## src/inc/rofs_pkg.sv

```systemverilog
package rofs_pkg;
    localparam int FW = 16;
    localparam int CODE_W = 12;
    localparam logic [CODE_W-1:0] CODE_MAX = 12'h160;
    localparam logic [CODE_W-1:0] INV_FLAG = 12'h100;
    localparam logic [CODE_W-1:0] DEF_SEL1 = 12'h000;
    localparam logic [CODE_W-1:0] DEF_SEL2 = 12'h001;
    localparam logic [CODE_W-1:0] DEF_SEL3 = 12'h002;
    localparam logic [31:0] OFS_SEL1   = 32'h0000_0000;
    localparam logic [31:0] OFS_SEL2   = 32'h0000_0004;
    localparam logic [31:0] OFS_SEL3   = 32'h0000_0008;
    localparam logic [31:0] OFS_LEVEL  = 32'h0000_000C;
    localparam logic [31:0] OFS_WIDTH  = 32'h0000_0010;
    localparam logic [31:0] OFS_MINF   = 32'h0000_0014;
    localparam logic [31:0] OFS_ZLVL   = 32'h0000_0018;
    localparam logic [31:0] OFS_TQTIME = 32'h0000_001C;
    localparam logic [31:0] OFS_THRU   = 32'h0000_0020;
    localparam logic [31:0] OFS_STATUS = 32'h0000_0024;
    localparam logic [31:0] OFS_EDIT   = 32'h0000_0028;
    // torque detect time unit: 1 ms
    localparam int TQ_UNIT_NS = 1000000;
    localparam int CLK_NS = 5;
    localparam int TQ_UNIT_CYC = TQ_UNIT_NS / CLK_NS;
    localparam int TQ_TIME_W = 16;

    typedef struct packed {
        logic          run_cmd;
        logic          decel;
        logic          dc_inject;
        logic          reverse;
        logic          baseblock;
        logic          fault;
        logic          cpu_fault_a;
        logic          cpu_fault_b;
        logic          supply_fail;
        logic          param_error;
        logic          over_voltage;
        logic          under_voltage;
        logic          dc_bus_fault;
        logic          editing;
        logic          torque_beyond;
        logic          ref_loss;
        logic          minor_fault;
        logic          reset_term;
        logic          reset_serial;
        logic          reset_option;
        logic          restart_try;
        logic          heatsink_overheat_alarm;
        logic          maintenance;
        logic          energy_pulse;
        logic          speed_search;
        logic          fast_stop;
        logic          overheat_limit;
        logic          fan_alarm;
    } rofs_status_s;

    typedef struct packed {
        logic signed [FW-1:0] out_freq;
        logic signed [FW-1:0] ref_freq;
        logic        [FW-1:0] bus_volt;
        logic        [FW-1:0] ctl_volt;
        logic        [FW-1:0] uv_trip;
    } rofs_meas_s;
endpackage : rofs_pkg

```

## src/rofs_relay_select.sv

```systemverilog
// The AXI4-Lite slave port and the placing of the registers were chosen for this implementation.
`timescale 1ns/10ps
module rofs_relay_select
    import rofs_pkg::*;
#(
    parameter int TQ_UNIT = TQ_UNIT_CYC
)(
    // clock and reset
    input  wire logic         clk,
    input  wire logic         reset_n,
    input  wire logic         clk_en,
    // drive condition inputs, same clock domain
    input  wire rofs_status_s drv,
    input  wire rofs_meas_s   meas,
    // relay contacts, high means closed
    output logic              relay1_contact,
    output logic              relay2_contact,
    output logic              relay3_contact,
    // axi4-lite slave
    input  wire logic [31:0]  s_awaddr,
    input  wire logic         s_awvalid,
    output logic              s_awready,
    input  wire logic [31:0]  s_wdata,
    input  wire logic [3:0]   s_wstrb,
    input  wire logic         s_wvalid,
    output logic              s_wready,
    output logic [1:0]        s_bresp,
    output logic              s_bvalid,
    input  wire logic         s_bready,
    input  wire logic [31:0]  s_araddr,
    input  wire logic         s_arvalid,
    output logic              s_arready,
    output logic [31:0]       s_rdata,
    output logic [1:0]        s_rresp,
    output logic              s_rvalid,
    input  wire logic         s_rready
);
    // refused at elaboration: the prescaler cannot count a unit below one cycle
    if (TQ_UNIT < 1)
    begin : g_unit_check
        $error("TQ_UNIT must be at least one cycle");
    end

    ////////////////////////////////////////////////////////////////////////////
    // settings registers

    logic [CODE_W-1:0]   relay1_function_select;
    logic [CODE_W-1:0]   relay2_function_select;
    logic [CODE_W-1:0]   relay3_function_select;
    logic signed [FW-1:0] agree_level;
    logic [FW-1:0]       agree_width;
    logic [FW-1:0]       min_output_freq;
    logic [FW-1:0]       zero_speed_level;
    logic [TQ_TIME_W-1:0] torque_detect_time;
    logic [2:0]          thru_state;
    logic                run_while_editing_select;

    logic        aw_held;
    logic        w_held;
    logic [31:0] aw_addr;
    logic [31:0] w_data;
    logic [3:0]  w_strb;
    logic        do_write;
    logic        wr_ok;

    assign s_awready = !aw_held && !s_bvalid;
    assign s_wready  = !w_held && !s_bvalid;
    assign do_write  = aw_held && w_held && !s_bvalid;

    always_ff @(posedge clk or negedge reset_n)
    begin
        if (!reset_n)
        begin
            aw_held <= 1'b0;
            w_held  <= 1'b0;
            aw_addr <= 32'h0000_0000;
            w_data  <= 32'h0000_0000;
            w_strb  <= 4'h0;
        end
        else if (clk_en)
        begin
            if (s_awvalid && s_awready)
            begin
                aw_held <= 1'b1;
                aw_addr <= s_awaddr;
            end
            else if (do_write)
                aw_held <= 1'b0;
            if (s_wvalid && s_wready)
            begin
                w_held <= 1'b1;
                w_data <= s_wdata;
                w_strb <= s_wstrb;
            end
            else if (do_write)
                w_held <= 1'b0;
        end
    end

    // out-of-range codes are refused; an unassigned code in range is stored and leaves its relay open
    function automatic logic code_ok(input logic [31:0] d);
        code_ok = (d[31:CODE_W] == '0) && (d[CODE_W-1:0] <= CODE_MAX);
    endfunction : code_ok

    always_comb
    begin
        wr_ok = 1'b1;
        if (aw_addr == OFS_SEL1 || aw_addr == OFS_SEL2 || aw_addr == OFS_SEL3)
            wr_ok = code_ok(w_data) && (w_strb[1:0] == 2'h3);
        else if (aw_addr == OFS_STATUS)
            wr_ok = 1'b0;
        else if (aw_addr > OFS_EDIT || aw_addr[1:0] != 2'h0)
            wr_ok = 1'b0;
    end

    always_ff @(posedge clk or negedge reset_n)
    begin
        if (!reset_n)
        begin
            relay1_function_select   <= DEF_SEL1;
            relay2_function_select   <= DEF_SEL2;
            relay3_function_select   <= DEF_SEL3;
            agree_level              <= '0;
            agree_width              <= '0;
            min_output_freq          <= '0;
            zero_speed_level         <= '0;
            torque_detect_time       <= '0;
            thru_state               <= 3'h0;
            run_while_editing_select <= 1'b0;
        end
        else if (clk_en && do_write && wr_ok)
        begin
            if (aw_addr == OFS_SEL1)
                relay1_function_select <= w_data[CODE_W-1:0];
            else if (aw_addr == OFS_SEL2)
                relay2_function_select <= w_data[CODE_W-1:0];
            else if (aw_addr == OFS_SEL3)
                relay3_function_select <= w_data[CODE_W-1:0];
            else if (aw_addr == OFS_LEVEL && w_strb[1:0] == 2'h3)
                agree_level <= w_data[FW-1:0];
            else if (aw_addr == OFS_WIDTH && w_strb[1:0] == 2'h3)
                agree_width <= w_data[FW-1:0];
            else if (aw_addr == OFS_MINF && w_strb[1:0] == 2'h3)
                min_output_freq <= w_data[FW-1:0];
            else if (aw_addr == OFS_ZLVL && w_strb[1:0] == 2'h3)
                zero_speed_level <= w_data[FW-1:0];
            else if (aw_addr == OFS_TQTIME && w_strb[1:0] == 2'h3)
                torque_detect_time <= w_data[TQ_TIME_W-1:0];
            else if (aw_addr == OFS_THRU && w_strb[0])
                thru_state <= w_data[2:0];
            else if (aw_addr == OFS_EDIT && w_strb[0])
                run_while_editing_select <= w_data[0];
        end
    end

    always_ff @(posedge clk or negedge reset_n)
    begin
        if (!reset_n)
        begin
            s_bvalid <= 1'b0;
            s_bresp  <= 2'h0;
        end
        else if (clk_en)
        begin
            if (do_write)
            begin
                s_bvalid <= 1'b1;
                s_bresp  <= wr_ok ? 2'h0 : 2'h2;
            end
            else if (s_bready)
                s_bvalid <= 1'b0;
        end
    end

    ////////////////////////////////////////////////////////////////////////////
    // drive conditions

    logic [FW-1:0] fout_mag;
    logic [FW-1:0] fref_mag;
    logic [FW-1:0] lvl_mag;
    logic [FW:0]   diff_of;
    logic          agree1;
    logic          uagree1;
    logic          fdet1;
    logic          fdet2;
    logic          ready;
    logic          tq_det;
    logic          running;
    logic          undervolt;

    function automatic logic [FW-1:0] mag(input logic signed [FW-1:0] v);
        mag = v[FW-1] ? FW'(-v) : v;
    endfunction : mag

    function automatic logic near(input logic [FW-1:0] a, input logic [FW-1:0] b,
                                  input logic [FW-1:0] w);
        logic [FW:0] d;
        d = (a > b) ? {1'b0, a} - {1'b0, b} : {1'b0, b} - {1'b0, a};
        near = d <= {1'b0, w};
    endfunction : near

    assign fout_mag = mag(meas.out_freq);
    assign fref_mag = mag(meas.ref_freq);
    assign lvl_mag  = mag(agree_level);
    assign diff_of  = {1'b0, lvl_mag} + {1'b0, agree_width};
    assign running  = drv.run_cmd || drv.decel || drv.dc_inject;
    assign agree1   = running && near(fout_mag, fref_mag, agree_width);
    assign uagree1  = near(fout_mag, lvl_mag, agree_width)
                      && near(fref_mag, lvl_mag, agree_width);
    assign undervolt = (meas.bus_volt < meas.uv_trip) || (meas.ctl_volt < meas.uv_trip)
                       || drv.dc_bus_fault;
    assign ready = !drv.fault && !drv.supply_fail && !drv.param_error
                   && !(!running && (drv.over_voltage || drv.under_voltage))
                   && !(drv.editing && !run_while_editing_select);

    // fdet1 holds open from above level+width until below level
    always_ff @(posedge clk or negedge reset_n)
    begin
        if (!reset_n)
            fdet1 <= 1'b1;
        else if (clk_en)
        begin
            if ({1'b0, fout_mag} > diff_of)
                fdet1 <= 1'b0;
            else if (fout_mag < lvl_mag)
                fdet1 <= 1'b1;
        end
    end

    always_ff @(posedge clk or negedge reset_n)
    begin
        if (!reset_n)
            fdet2 <= 1'b0;
        else if (clk_en)
        begin
            if (fout_mag > lvl_mag)
                fdet2 <= 1'b1;
            else if ({1'b0, fout_mag} + {1'b0, agree_width} < {1'b0, lvl_mag})
                fdet2 <= 1'b0;
        end
    end

    // torque must stay beyond threshold longer than the set time
    logic [$clog2(TQ_UNIT+1)-1:0] tq_pre;
    logic [TQ_TIME_W-1:0]         tq_units;

    always_ff @(posedge clk or negedge reset_n)
    begin
        if (!reset_n)
        begin
            tq_pre   <= '0;
            tq_units <= '0;
            tq_det   <= 1'b0;
        end
        else if (clk_en)
        begin
            if (!drv.torque_beyond)
            begin
                tq_pre   <= '0;
                tq_units <= '0;
                tq_det   <= 1'b0;
            end
            else if (tq_units >= torque_detect_time)
                tq_det <= 1'b1;
            else if (32'(tq_pre) == TQ_UNIT - 1)
            begin
                tq_pre   <= '0;
                tq_units <= tq_units + 1'b1;
            end
            else
                tq_pre <= tq_pre + 1'b1;
        end
    end

    ////////////////////////////////////////////////////////////////////////////
    // function selection

    function automatic logic known(input logic [7:0] c);
        logic [7:0] k [31];
        logic f;
        k = '{8'h00, 8'h01, 8'h02, 8'h03, 8'h04, 8'h05, 8'h06, 8'h07, 8'h08, 8'h0B,
              8'h0C, 8'h0E, 8'h0F, 8'h10, 8'h11, 8'h13, 8'h14, 8'h15, 8'h16, 8'h17,
              8'h1A, 8'h1B, 8'h1E, 8'h20, 8'h2F, 8'h37, 8'h39, 8'h3D, 8'h4C, 8'h4D,
              8'h60};
        f = 1'b0;
        for (int i = 0; i < 31; i++)
            f = f | (k[i] == c);
        known = f;
    endfunction : known

    logic [CODE_W-1:0] sel [3];
    logic [2:0]        next_relay;
    logic [2:0]        relay;

    assign sel[0] = relay1_function_select;
    assign sel[1] = relay2_function_select;
    assign sel[2] = relay3_function_select;

    generate
        for (genvar g = 0; g < 3; g++)
        begin : g_relay
            logic       inv;
            logic [7:0] base;
            logic       hit;
            assign inv  = sel[g][8];
            assign base = sel[g][7:0];
            // a process, not a function call, so every condition is in its sensitivity
            always_comb
            begin
                hit = 1'b0;
                case (base)
                    8'h00: hit = running;
                    8'h01: hit = (fout_mag < min_output_freq)
                                 || (fout_mag < zero_speed_level);
                    8'h02: hit = agree1;
                    8'h03: hit = uagree1;
                    8'h04: hit = fdet1;
                    8'h05: hit = fdet2;
                    8'h06: hit = ready;
                    8'h07: hit = undervolt;
                    8'h08: hit = drv.baseblock;
                    8'h0B: hit = tq_det;
                    8'h0C: hit = drv.ref_loss;
                    8'h0E: hit = drv.fault && !drv.cpu_fault_a && !drv.cpu_fault_b;
                    8'h0F: hit = thru_state[g];
                    8'h10: hit = drv.minor_fault;
                    8'h11: hit = drv.reset_term || drv.reset_serial || drv.reset_option;
                    8'h13: hit = agree1;
                    8'h14: hit = uagree1;
                    8'h15: hit = fdet1;
                    8'h16: hit = fdet2;
                    8'h17: hit = !tq_det;
                    8'h1A: hit = drv.reverse && running;
                    8'h1B: hit = !drv.baseblock;
                    8'h1E: hit = drv.restart_try;
                    8'h20: hit = drv.heatsink_overheat_alarm;
                    8'h2F: hit = drv.maintenance;
                    8'h37: hit = running && !drv.baseblock && !drv.dc_inject;
                    8'h39: hit = drv.energy_pulse;
                    8'h3D: hit = drv.speed_search;
                    8'h4C: hit = drv.fast_stop;
                    8'h4D: hit = drv.overheat_limit;
                    8'h60: hit = drv.fan_alarm;
                    default: hit = 1'b0;
                endcase
            end
            // unknown base stays open even when the inverted form is chosen
            assign next_relay[g] = known(base) && (hit ^ inv);
        end
    endgenerate

    always_ff @(posedge clk or negedge reset_n)
    begin
        if (!reset_n)
            relay <= 3'h0;
        else if (clk_en)
            relay <= next_relay;
    end

    assign relay1_contact = relay[0];
    assign relay2_contact = relay[1];
    assign relay3_contact = relay[2];

    ////////////////////////////////////////////////////////////////////////////
    // read channel

    logic [31:0] rd_word;
    logic        rd_ok;

    always_comb
    begin
        rd_word = 32'h0000_0000;
        rd_ok   = 1'b1;
        if (s_araddr == OFS_SEL1)
            rd_word = 32'(relay1_function_select);
        else if (s_araddr == OFS_SEL2)
            rd_word = 32'(relay2_function_select);
        else if (s_araddr == OFS_SEL3)
            rd_word = 32'(relay3_function_select);
        else if (s_araddr == OFS_LEVEL)
            rd_word = 32'(unsigned'(agree_level));
        else if (s_araddr == OFS_WIDTH)
            rd_word = 32'(agree_width);
        else if (s_araddr == OFS_MINF)
            rd_word = 32'(min_output_freq);
        else if (s_araddr == OFS_ZLVL)
            rd_word = 32'(zero_speed_level);
        else if (s_araddr == OFS_TQTIME)
            rd_word = 32'(torque_detect_time);
        else if (s_araddr == OFS_THRU)
            rd_word = 32'(thru_state);
        else if (s_araddr == OFS_STATUS)
            rd_word = {25'h0, tq_det, fdet2, fdet1, 1'b0, relay};
        else if (s_araddr == OFS_EDIT)
            rd_word = 32'(run_while_editing_select);
        else
            rd_ok = 1'b0;
    end

    assign s_arready = !s_rvalid;

    always_ff @(posedge clk or negedge reset_n)
    begin
        if (!reset_n)
        begin
            s_rvalid <= 1'b0;
            s_rdata  <= 32'h0000_0000;
            s_rresp  <= 2'h0;
        end
        else if (clk_en)
        begin
            if (s_arvalid && s_arready)
            begin
                s_rvalid <= 1'b1;
                s_rdata  <= rd_word;
                s_rresp  <= rd_ok ? 2'h0 : 2'h2;
            end
            else if (s_rready)
                s_rvalid <= 1'b0;
        end
    end

    ////////////////////////////////////////////////////////////////////////////
    // checks

    run_relay_a: assert property (@(posedge clk) disable iff (!reset_n)
        clk_en && relay1_function_select == 12'h000 && running |=> relay1_contact)
        else $error("run relay not closed");
    inv_relay_a: assert property (@(posedge clk) disable iff (!reset_n)
        clk_en && relay1_function_select == 12'h108 && $stable(relay1_function_select)
        |=> relay1_contact == !$past(drv.baseblock))
        else $error("inverted relay wrong");
    fault_relay_a: assert property (@(posedge clk) disable iff (!reset_n)
        clk_en && relay1_function_select == 12'h00E && drv.cpu_fault_a
        |=> !relay1_contact)
        else $error("processor fault closed relay");
    fdet_hold_a: assert property (@(posedge clk) disable iff (!reset_n)
        clk_en && {1'b0, fout_mag} > diff_of |=> !fdet1)
        else $error("detection 1 not opened");
    fdet_band_a: assert property (@(posedge clk) disable iff (!reset_n)
        clk_en && fdet2 && fout_mag >= lvl_mag - agree_width && fout_mag <= lvl_mag
        |=> fdet2)
        else $error("detection 2 left band early");
    ready_edit_a: assert property (@(posedge clk) disable iff (!reset_n)
        clk_en && relay1_function_select == 12'h006 && drv.editing
        && !run_while_editing_select |=> !relay1_contact)
        else $error("ready while editing");
    torque_drop_a: assert property (@(posedge clk) disable iff (!reset_n)
        clk_en && !drv.torque_beyond |=> !tq_det)
        else $error("torque detect held");
    unknown_open_a: assert property (@(posedge clk) disable iff (!reset_n)
        clk_en && relay1_function_select == 12'h109 |=> !relay1_contact)
        else $error("unassigned code closed relay");
endmodule : rofs_relay_select

```

## config.mk

```make
export PLATFORM = sky130hd
export DESIGN_NAME = rofs_relay_select
export DESIGN_NICKNAME = d
export VERILOG_FILES = /design/src/inc/rofs_pkg.sv /design/src/rofs_relay_select.sv
export SDC_FILE = /design/constraint.sdc
export NUM_CORES = 1
export LEC_CHECK = 0
export ABC_AREA = 1
export BUFFER_PORTS_ARGS = -buffer_cell sky130_fd_sc_hd__buf_2
export CAP_MARGIN = 20
export CORE_MARGIN = 4
export CORE_UTILIZATION = 50
export CTS_CLUSTER_SIZE = 28
export DETAILED_ROUTE_END_ITERATION = 6
export PLACE_DENSITY = 0.67
export SLEW_MARGIN = 20
export SYNTH_ARGS = -nofsm -noshare
export SYNTH_HDL_FRONTEND = slang
export SYNTH_SLANG_ARGS = --single-unit
export TNS_END_PERCENT = 100
```

## constraint.sdc

```tcl
create_clock -name clk -period 5.4 [get_ports clk]
set_clock_uncertainty 0.1 [all_clocks]
set_input_delay 0.54 -clock clk [delete_from_list [all_inputs] [get_ports clk]]
set_output_delay 0.54 -clock clk [all_outputs]
set_load 0.02 [all_outputs]
```

# == After elaboration in Yosys (flattened, before gate mapping) ==
# Index checks and enable logic that the tools add are counted.
# word_totals
input_bits,216
reg_bits,266
n_memories,0
latch_bits,0
ram_bits,0
mem_bits_ro,0
# op_classes
shifts,0
mux,55
eq_ne,205
n_bitwise,102
div_mod_pow,0
n_mul,0
n_reduce_logical,109
magnitude_cmp,16
n_addsub,13
# op_table
operator,n
"equality test 32 x 5 -> 1 bit, second input constant",8
"equality test 5 x 8 -> 1 bit, first input constant",30
"equality test 8 x 5 -> 1 bit, second input constant",30
two-way mux 16 bit,14
"equality test 32 x 6 -> 1 bit, second input constant",6
"equality test 32 x 4 -> 1 bit, second input constant",4
"equality test 4 x 8 -> 1 bit, first input constant",15
"equality test 6 x 8 -> 1 bit, first input constant",15
"equality test 8 x 4 -> 1 bit, second input constant",15
"equality test 8 x 6 -> 1 bit, second input constant",15
subtractor 16 x 16 -> 17 bit,6
"equality test 3 x 8 -> 1 bit, first input constant",12
"equality test 8 x 3 -> 1 bit, second input constant",12
bitwise OR 1 bit,90
one-hot mux 1 bit (27 select lines),3
< comparator 16 bit,5
"equality test 7 x 8 -> 1 bit, first input constant",9
"equality test 8 x 7 -> 1 bit, second input constant",9
"equality test 32 x 3 -> 1 bit, second input constant",2
zero test 32 bit,2
two-way mux 18 bit,3
less-or-equal comparator 17 x 16 -> 1 bit,3
two-way mux 17 bit,3
"equality test 2 x 8 -> 1 bit, first input constant",6
39 further kinds,183

# == Logic depth before layout (Yosys ltp) ==
# depth
depth_word,32
ltp_mapped,43

# == Least setup slack after synthesis ==
# No wires, ideal clock.
# synth_path
path_type,input port to flip-flop
start,input port meas[79] (netlist bit)
end,register relay[1]
cell_stages,38
arrival_ns,5.108
slack_ns,0.074
setup_ns,0.118
cell_sequence,buf_2 > clkbuf_1 > inv_1 > or2_2 > xor2_1 > ha_1 > nand2_1 > o21ai_0 > inv_1 > o21ai_0 > nand3_1 > nand2_1 > nand2_1 > nand2_1 > nand2_1 > nand2_1 > nand2_4 > buf_2 > [2 not listed] > inv_1 > ha_1 > nand4_1 > or3_1 > o2111ai_1 > nand2_1 > nand2_1 > nand2_1 > nand2_1 > nand2_1 > nand2_1 > a21oi_1 > nand3_1 > nand2_1 > inv_1 > nand3_1 > nand3_1 > nand2_1
# synth_between
elab_chain_len,9
# synth_rtl
item,line,text
"start, declared",rofs_relay_select.sv:14,"input wire rofs_meas_s meas,"
negation 16 bit,rofs_relay_select.sv:192,mag = v[FW-1] ? FW'(-v) : v;
two-way mux 16 bit (*),rofs_relay_select.sv:192,
subtractor 16 x 16 -> 17 bit or greater-than comparator 16 bit (tied branches),rofs_relay_select.sv:198,"d = (a > b) ? {1'b0, a} - {1'b0, b} : {1'b0, b} - {1'b0, a};"
two-way mux 17 bit,rofs_relay_select.sv:198,
less-or-equal comparator 17 x 16 -> 1 bit,rofs_relay_select.sv:199,"near = d <= {1'b0, w};"
logical AND 1 bit (on tied branches),"rofs_relay_select.sv:209, rofs_relay_select.sv:207",
one-hot mux 1 bit (27 select lines) (*),rofs_relay_select.sv:311,case (base)
XOR 1 bit (*),rofs_relay_select.sv:348,assign next_relay[g] = known(base) && (hit ^ inv);
logical AND 1 bit (*),rofs_relay_select.sv:348,
"end signal, assigned",rofs_relay_select.sv:357,relay <= next_relay;
"end, declared",rofs_relay_select.sv:293,logic [2:0] relay;
# Mark *: on every way between the ends. The rest lies on a longest branch, timed or not.
# A chain may end at the register's enable or synchronous reset.

# == Worst setup path after layout ==
# layout_path
start,register agree_level[0]
end,register relay[1]
# layout_between
elab_chain_len,9
# layout_rtl
item,line,text
"start, declared",rofs_relay_select.sv:50,logic signed [FW-1:0] agree_level;
"start signal, assigned",rofs_relay_select.sv:140,agree_level <= w_data[FW-1:0];
negation 16 bit,rofs_relay_select.sv:192,
two-way mux 16 bit (*),rofs_relay_select.sv:192,
subtractor 16 x 16 -> 17 bit or greater-than comparator 16 bit (tied branches),rofs_relay_select.sv:198,
two-way mux 17 bit,rofs_relay_select.sv:198,
less-or-equal comparator 17 x 16 -> 1 bit,rofs_relay_select.sv:199,
logical AND 1 bit (*),rofs_relay_select.sv:209,"&& near(fref_mag, lvl_mag, agree_width);"
one-hot mux 1 bit (27 select lines) (*),rofs_relay_select.sv:311,
XOR 1 bit (*),rofs_relay_select.sv:348,
logical AND 1 bit (*),rofs_relay_select.sv:348,
# Marks and branches as above.

==> results.toml <==
[run_status]
outcome = "complete, no violations"

[setup_path]
path_delay_family = "simple AND/OR/NAND/NOR gates"
worstPathArrival_ps = 5620
path_class = "reg -> reg"
crit_path_top_delay_cell = "dfrtp_1"
cp_num_buf_inv = 6
critPathLaunchType = "flop"
endpoint_kind = "flop"
max_stage_delay_ps = 390
crit_top_cell = "nand2_1"
crit_required_ps = 5750
cp_max_fo = 5

[global_route]
grt_max_degree = 153
first_global_vias = 23766
grt_pass1_wl_um = 130400
gr-total-overflow = 0
grt_use_total_pct = 32.32
grt_antenna_before_repair = 1

[power_and_ir_drop]
powerDensity_nw_per_um2 = 234.6
p_leak_nw = 15.21
sw_frac_of_total_pct = 37.75
peakVddDrop_v = 0.0003736
clock_power_share_pct = 25.0
pwr-share-seq_pct = 32.7
p_total_w = 0.007076
intPower_w = 0.004405
power_switching_w = 0.002671
combPwrFrac_pct = 42.3

[route]
routed.top_layer = "met4"
met2_length_um = 39150
drt_iter0_drc = 2078
dr.pass1.iters = 6
antenna_left = 0
wl_per_cell_um = 18.77
via_per_inst = 5.550
wl_met3_um = 7471
wl_met1_um = 36090
drt-total-wl_um = 86850
route.vias.total = 25676
drc = 0

[sta]
worstMarginPinSlew_ps = 1028
setup_violations = 0
period_share_pct = 97.73
setup_ws_ps = 122.6
min_period_ps = 5277
finalHoldViolations = 0
max_slew_margin_pct = 31.46
slew_violations = 0
rsz0062_at_grt = "yes"
fmax_mhz = 189.5

[place]
finalWeightedCongestion = 0.9750
post-dp-hpwl_um = 70220
placed_cells = 4546
dp_slack_ps = -446.4
port_buffers = 239

[clocking]
cts_tree = "done"
clockRootBuffer = "clkbuf_16"
cts.clk_slew.worst_paths_ps = 70
clockBufferDepth = 3
cts_buffers = 25
clkLatencyLatePin_ps = 550
cts_htree_levels = 1
clkSinkCount = 248

[die]
start_util_pct = 51.01
pin_count = 260
dieArea_um2 = 51460
die_y_um = 226.9
die_x_um = 226.9
row_count = 79
core_um2 = 46950

[hold_path]
hp-class = "in -> reg"

[synth]
ys.flop_type = "dfrtp_1"
synth_edf_count = 0
synth_area_um2 = 23950
syn_avg_cell_area_um2 = 6.990
seq_area_frac_synth_pct = 25.93
yosysWarnings = 0
synthArstFlopShare_pct = 100.0
ys_types = 77
syn_inst = 3426
synth_seq_cells = 248

[layout]
area_growth_pct = 25.97
fin_cells = 4626
largestRegisters = "aw_addr: 32 flops, w_data: 32 flops, tq_pre: 18 flops"
layout.nets = 4483
filler_cell_count = 4327
final_layout_size_suffix_gt1_share_pct = 23.40

[flow_run]
maxCapViolCount = 0
==> per-layer routing <==
layer,vias up,global-route usage [%]
met5,-,0
met4,0,12.16
met3,179,4.738
met2,1060,52.84
met1,11910,43.59
li1,12527,-
==> timing repair <==
action / 4_1_cts / 5_1_grt
pin swaps: 2 / 81
cloned: 0 / 3
buffers inserted: 1 / 26
endpoints found under the hold margin: 94 / 0
gates resized for setup: 9 / 177
hold buffers: 1 / 0
setup endpoints to repair: 3 / 3
==> layout by cell type, fill, tap and decap left out, drive strengths merged, types with 10 or more instances in the layout <==
master and n:
a31oi 15, conb 18, xnor2 32, nor4 25, nor2 307, a221oi 14, o221ai 12, a21oi 241
a211oi 14, nor3 85, o2111ai 18, xor2 68, clkbuf 36, o211ai 16, o21bai 12, nand2 751
a21o 11, mux2 49, dfrtp 245, inv 563, nand4 51, nand3b 11, o21ai 276, o22ai 28
nand3 167, ha 260, o31ai 11, o21a 10, buf 600
==> path summary, 6_finish.rpt <==
| check | startpoint | endpoint | slack (ps) | cells after the start |
|---|---|---|---|---|
| max | agree_level[0] | relay[1] | 120 | 36 |
| min | s_wdata[26] | w_data[26] | 110 | 2 |
| max reg2reg | agree_level[0] | relay[1] | 120 | 36 |
| min reg2reg | relay1_function_select[9] | relay1_function_select[9] | 380 | 2 |
| max in group asynchronous | reset_n | tq_pre[5] | 3460 | 3 |
| min in group asynchronous | reset_n | aw_addr[29] | 450 | 2 |
==> cell type report <==
type / count / area, µm² / share of cell area (%)
clock inverters: 9 / 93.84 / 0.3111
well taps: 607 / 759.5 / 2.518
multi-input cells: 2558 / 16190 / 53.68
flip-flops and latches: 248 / 6210 / 20.58
repair buffers: 601 / 4040 / 13.39
clock buffers: 36 / 737.0 / 2.443
inverters: 565 / 2130 / 7.059
diodes: 2 / 5.005 / 0.01659
==> logic make-up after synthesis <==
family / share of synthesized area [%]
AND/OR/NAND/NOR: 26.05
XOR/XNOR: 3.657
adder cells (fa/ha/maj): 14.25
AO/OA/AOI/OAI: 16.93
buffers and inverters: 10.53
other: 0.01566
multiplexers: 2.638
flip-flops: 25.93
==> Yosys cell counts, types with 27 or more instances <==
library cell / count / area share (%)
a21oi_1: 239 / 5.0
xor2_1: 68 / 2.5
dfrtp_1: 245 / 26
mux2_2: 46 / 2.2
o21ai_0: 247 / 5.2
ha_1: 260 / 14
nand2_1: 714 / 11
xnor2_1: 32 / 1.2
nor3_1: 81 / 1.7
clkbuf_1: 40 / 0.63
nand4_1: 49 / 1.3
inv_1: 543 / 8.5
nand3_1: 160 / 3.3
o22ai_1: 27 / 0.71
nor2_1: 288 / 4.5
==> power by group through the flow <==
| stage | sequential [W] | combinational (W) | clock (W) |
|---|---|---|---|
| final | 0.00232 | 0.00299 | 0.00177 |
| after global routing | 0.00235 | 0.00330 | 0.00187 |
| after CTS | 0.00231 | 0.00275 | 0.00179 |
| after detailed placement | 0.00234 | 0.00272 | 0 |
| after global placement | 0.00233 | 0.00269 | 0 |
| after floorplan | 0.00230 | 0.00164 | 0 |
==> per-stage QoR <==
step	util [%]	hold slack, ps	area (µm²)	TNS, ps
floorplan	-	144.4	24010	0
global placement	59.86	348.8	28100	-979.8
detailed placement	59.86	354.5	28100	-1321
CTS	61.80	104.2	29020	0
global route	64.25	105.3	30170	-296.0
finish	64.25	114.0	30170	0
Note: power is estimated with default switching activity, not from simulation.
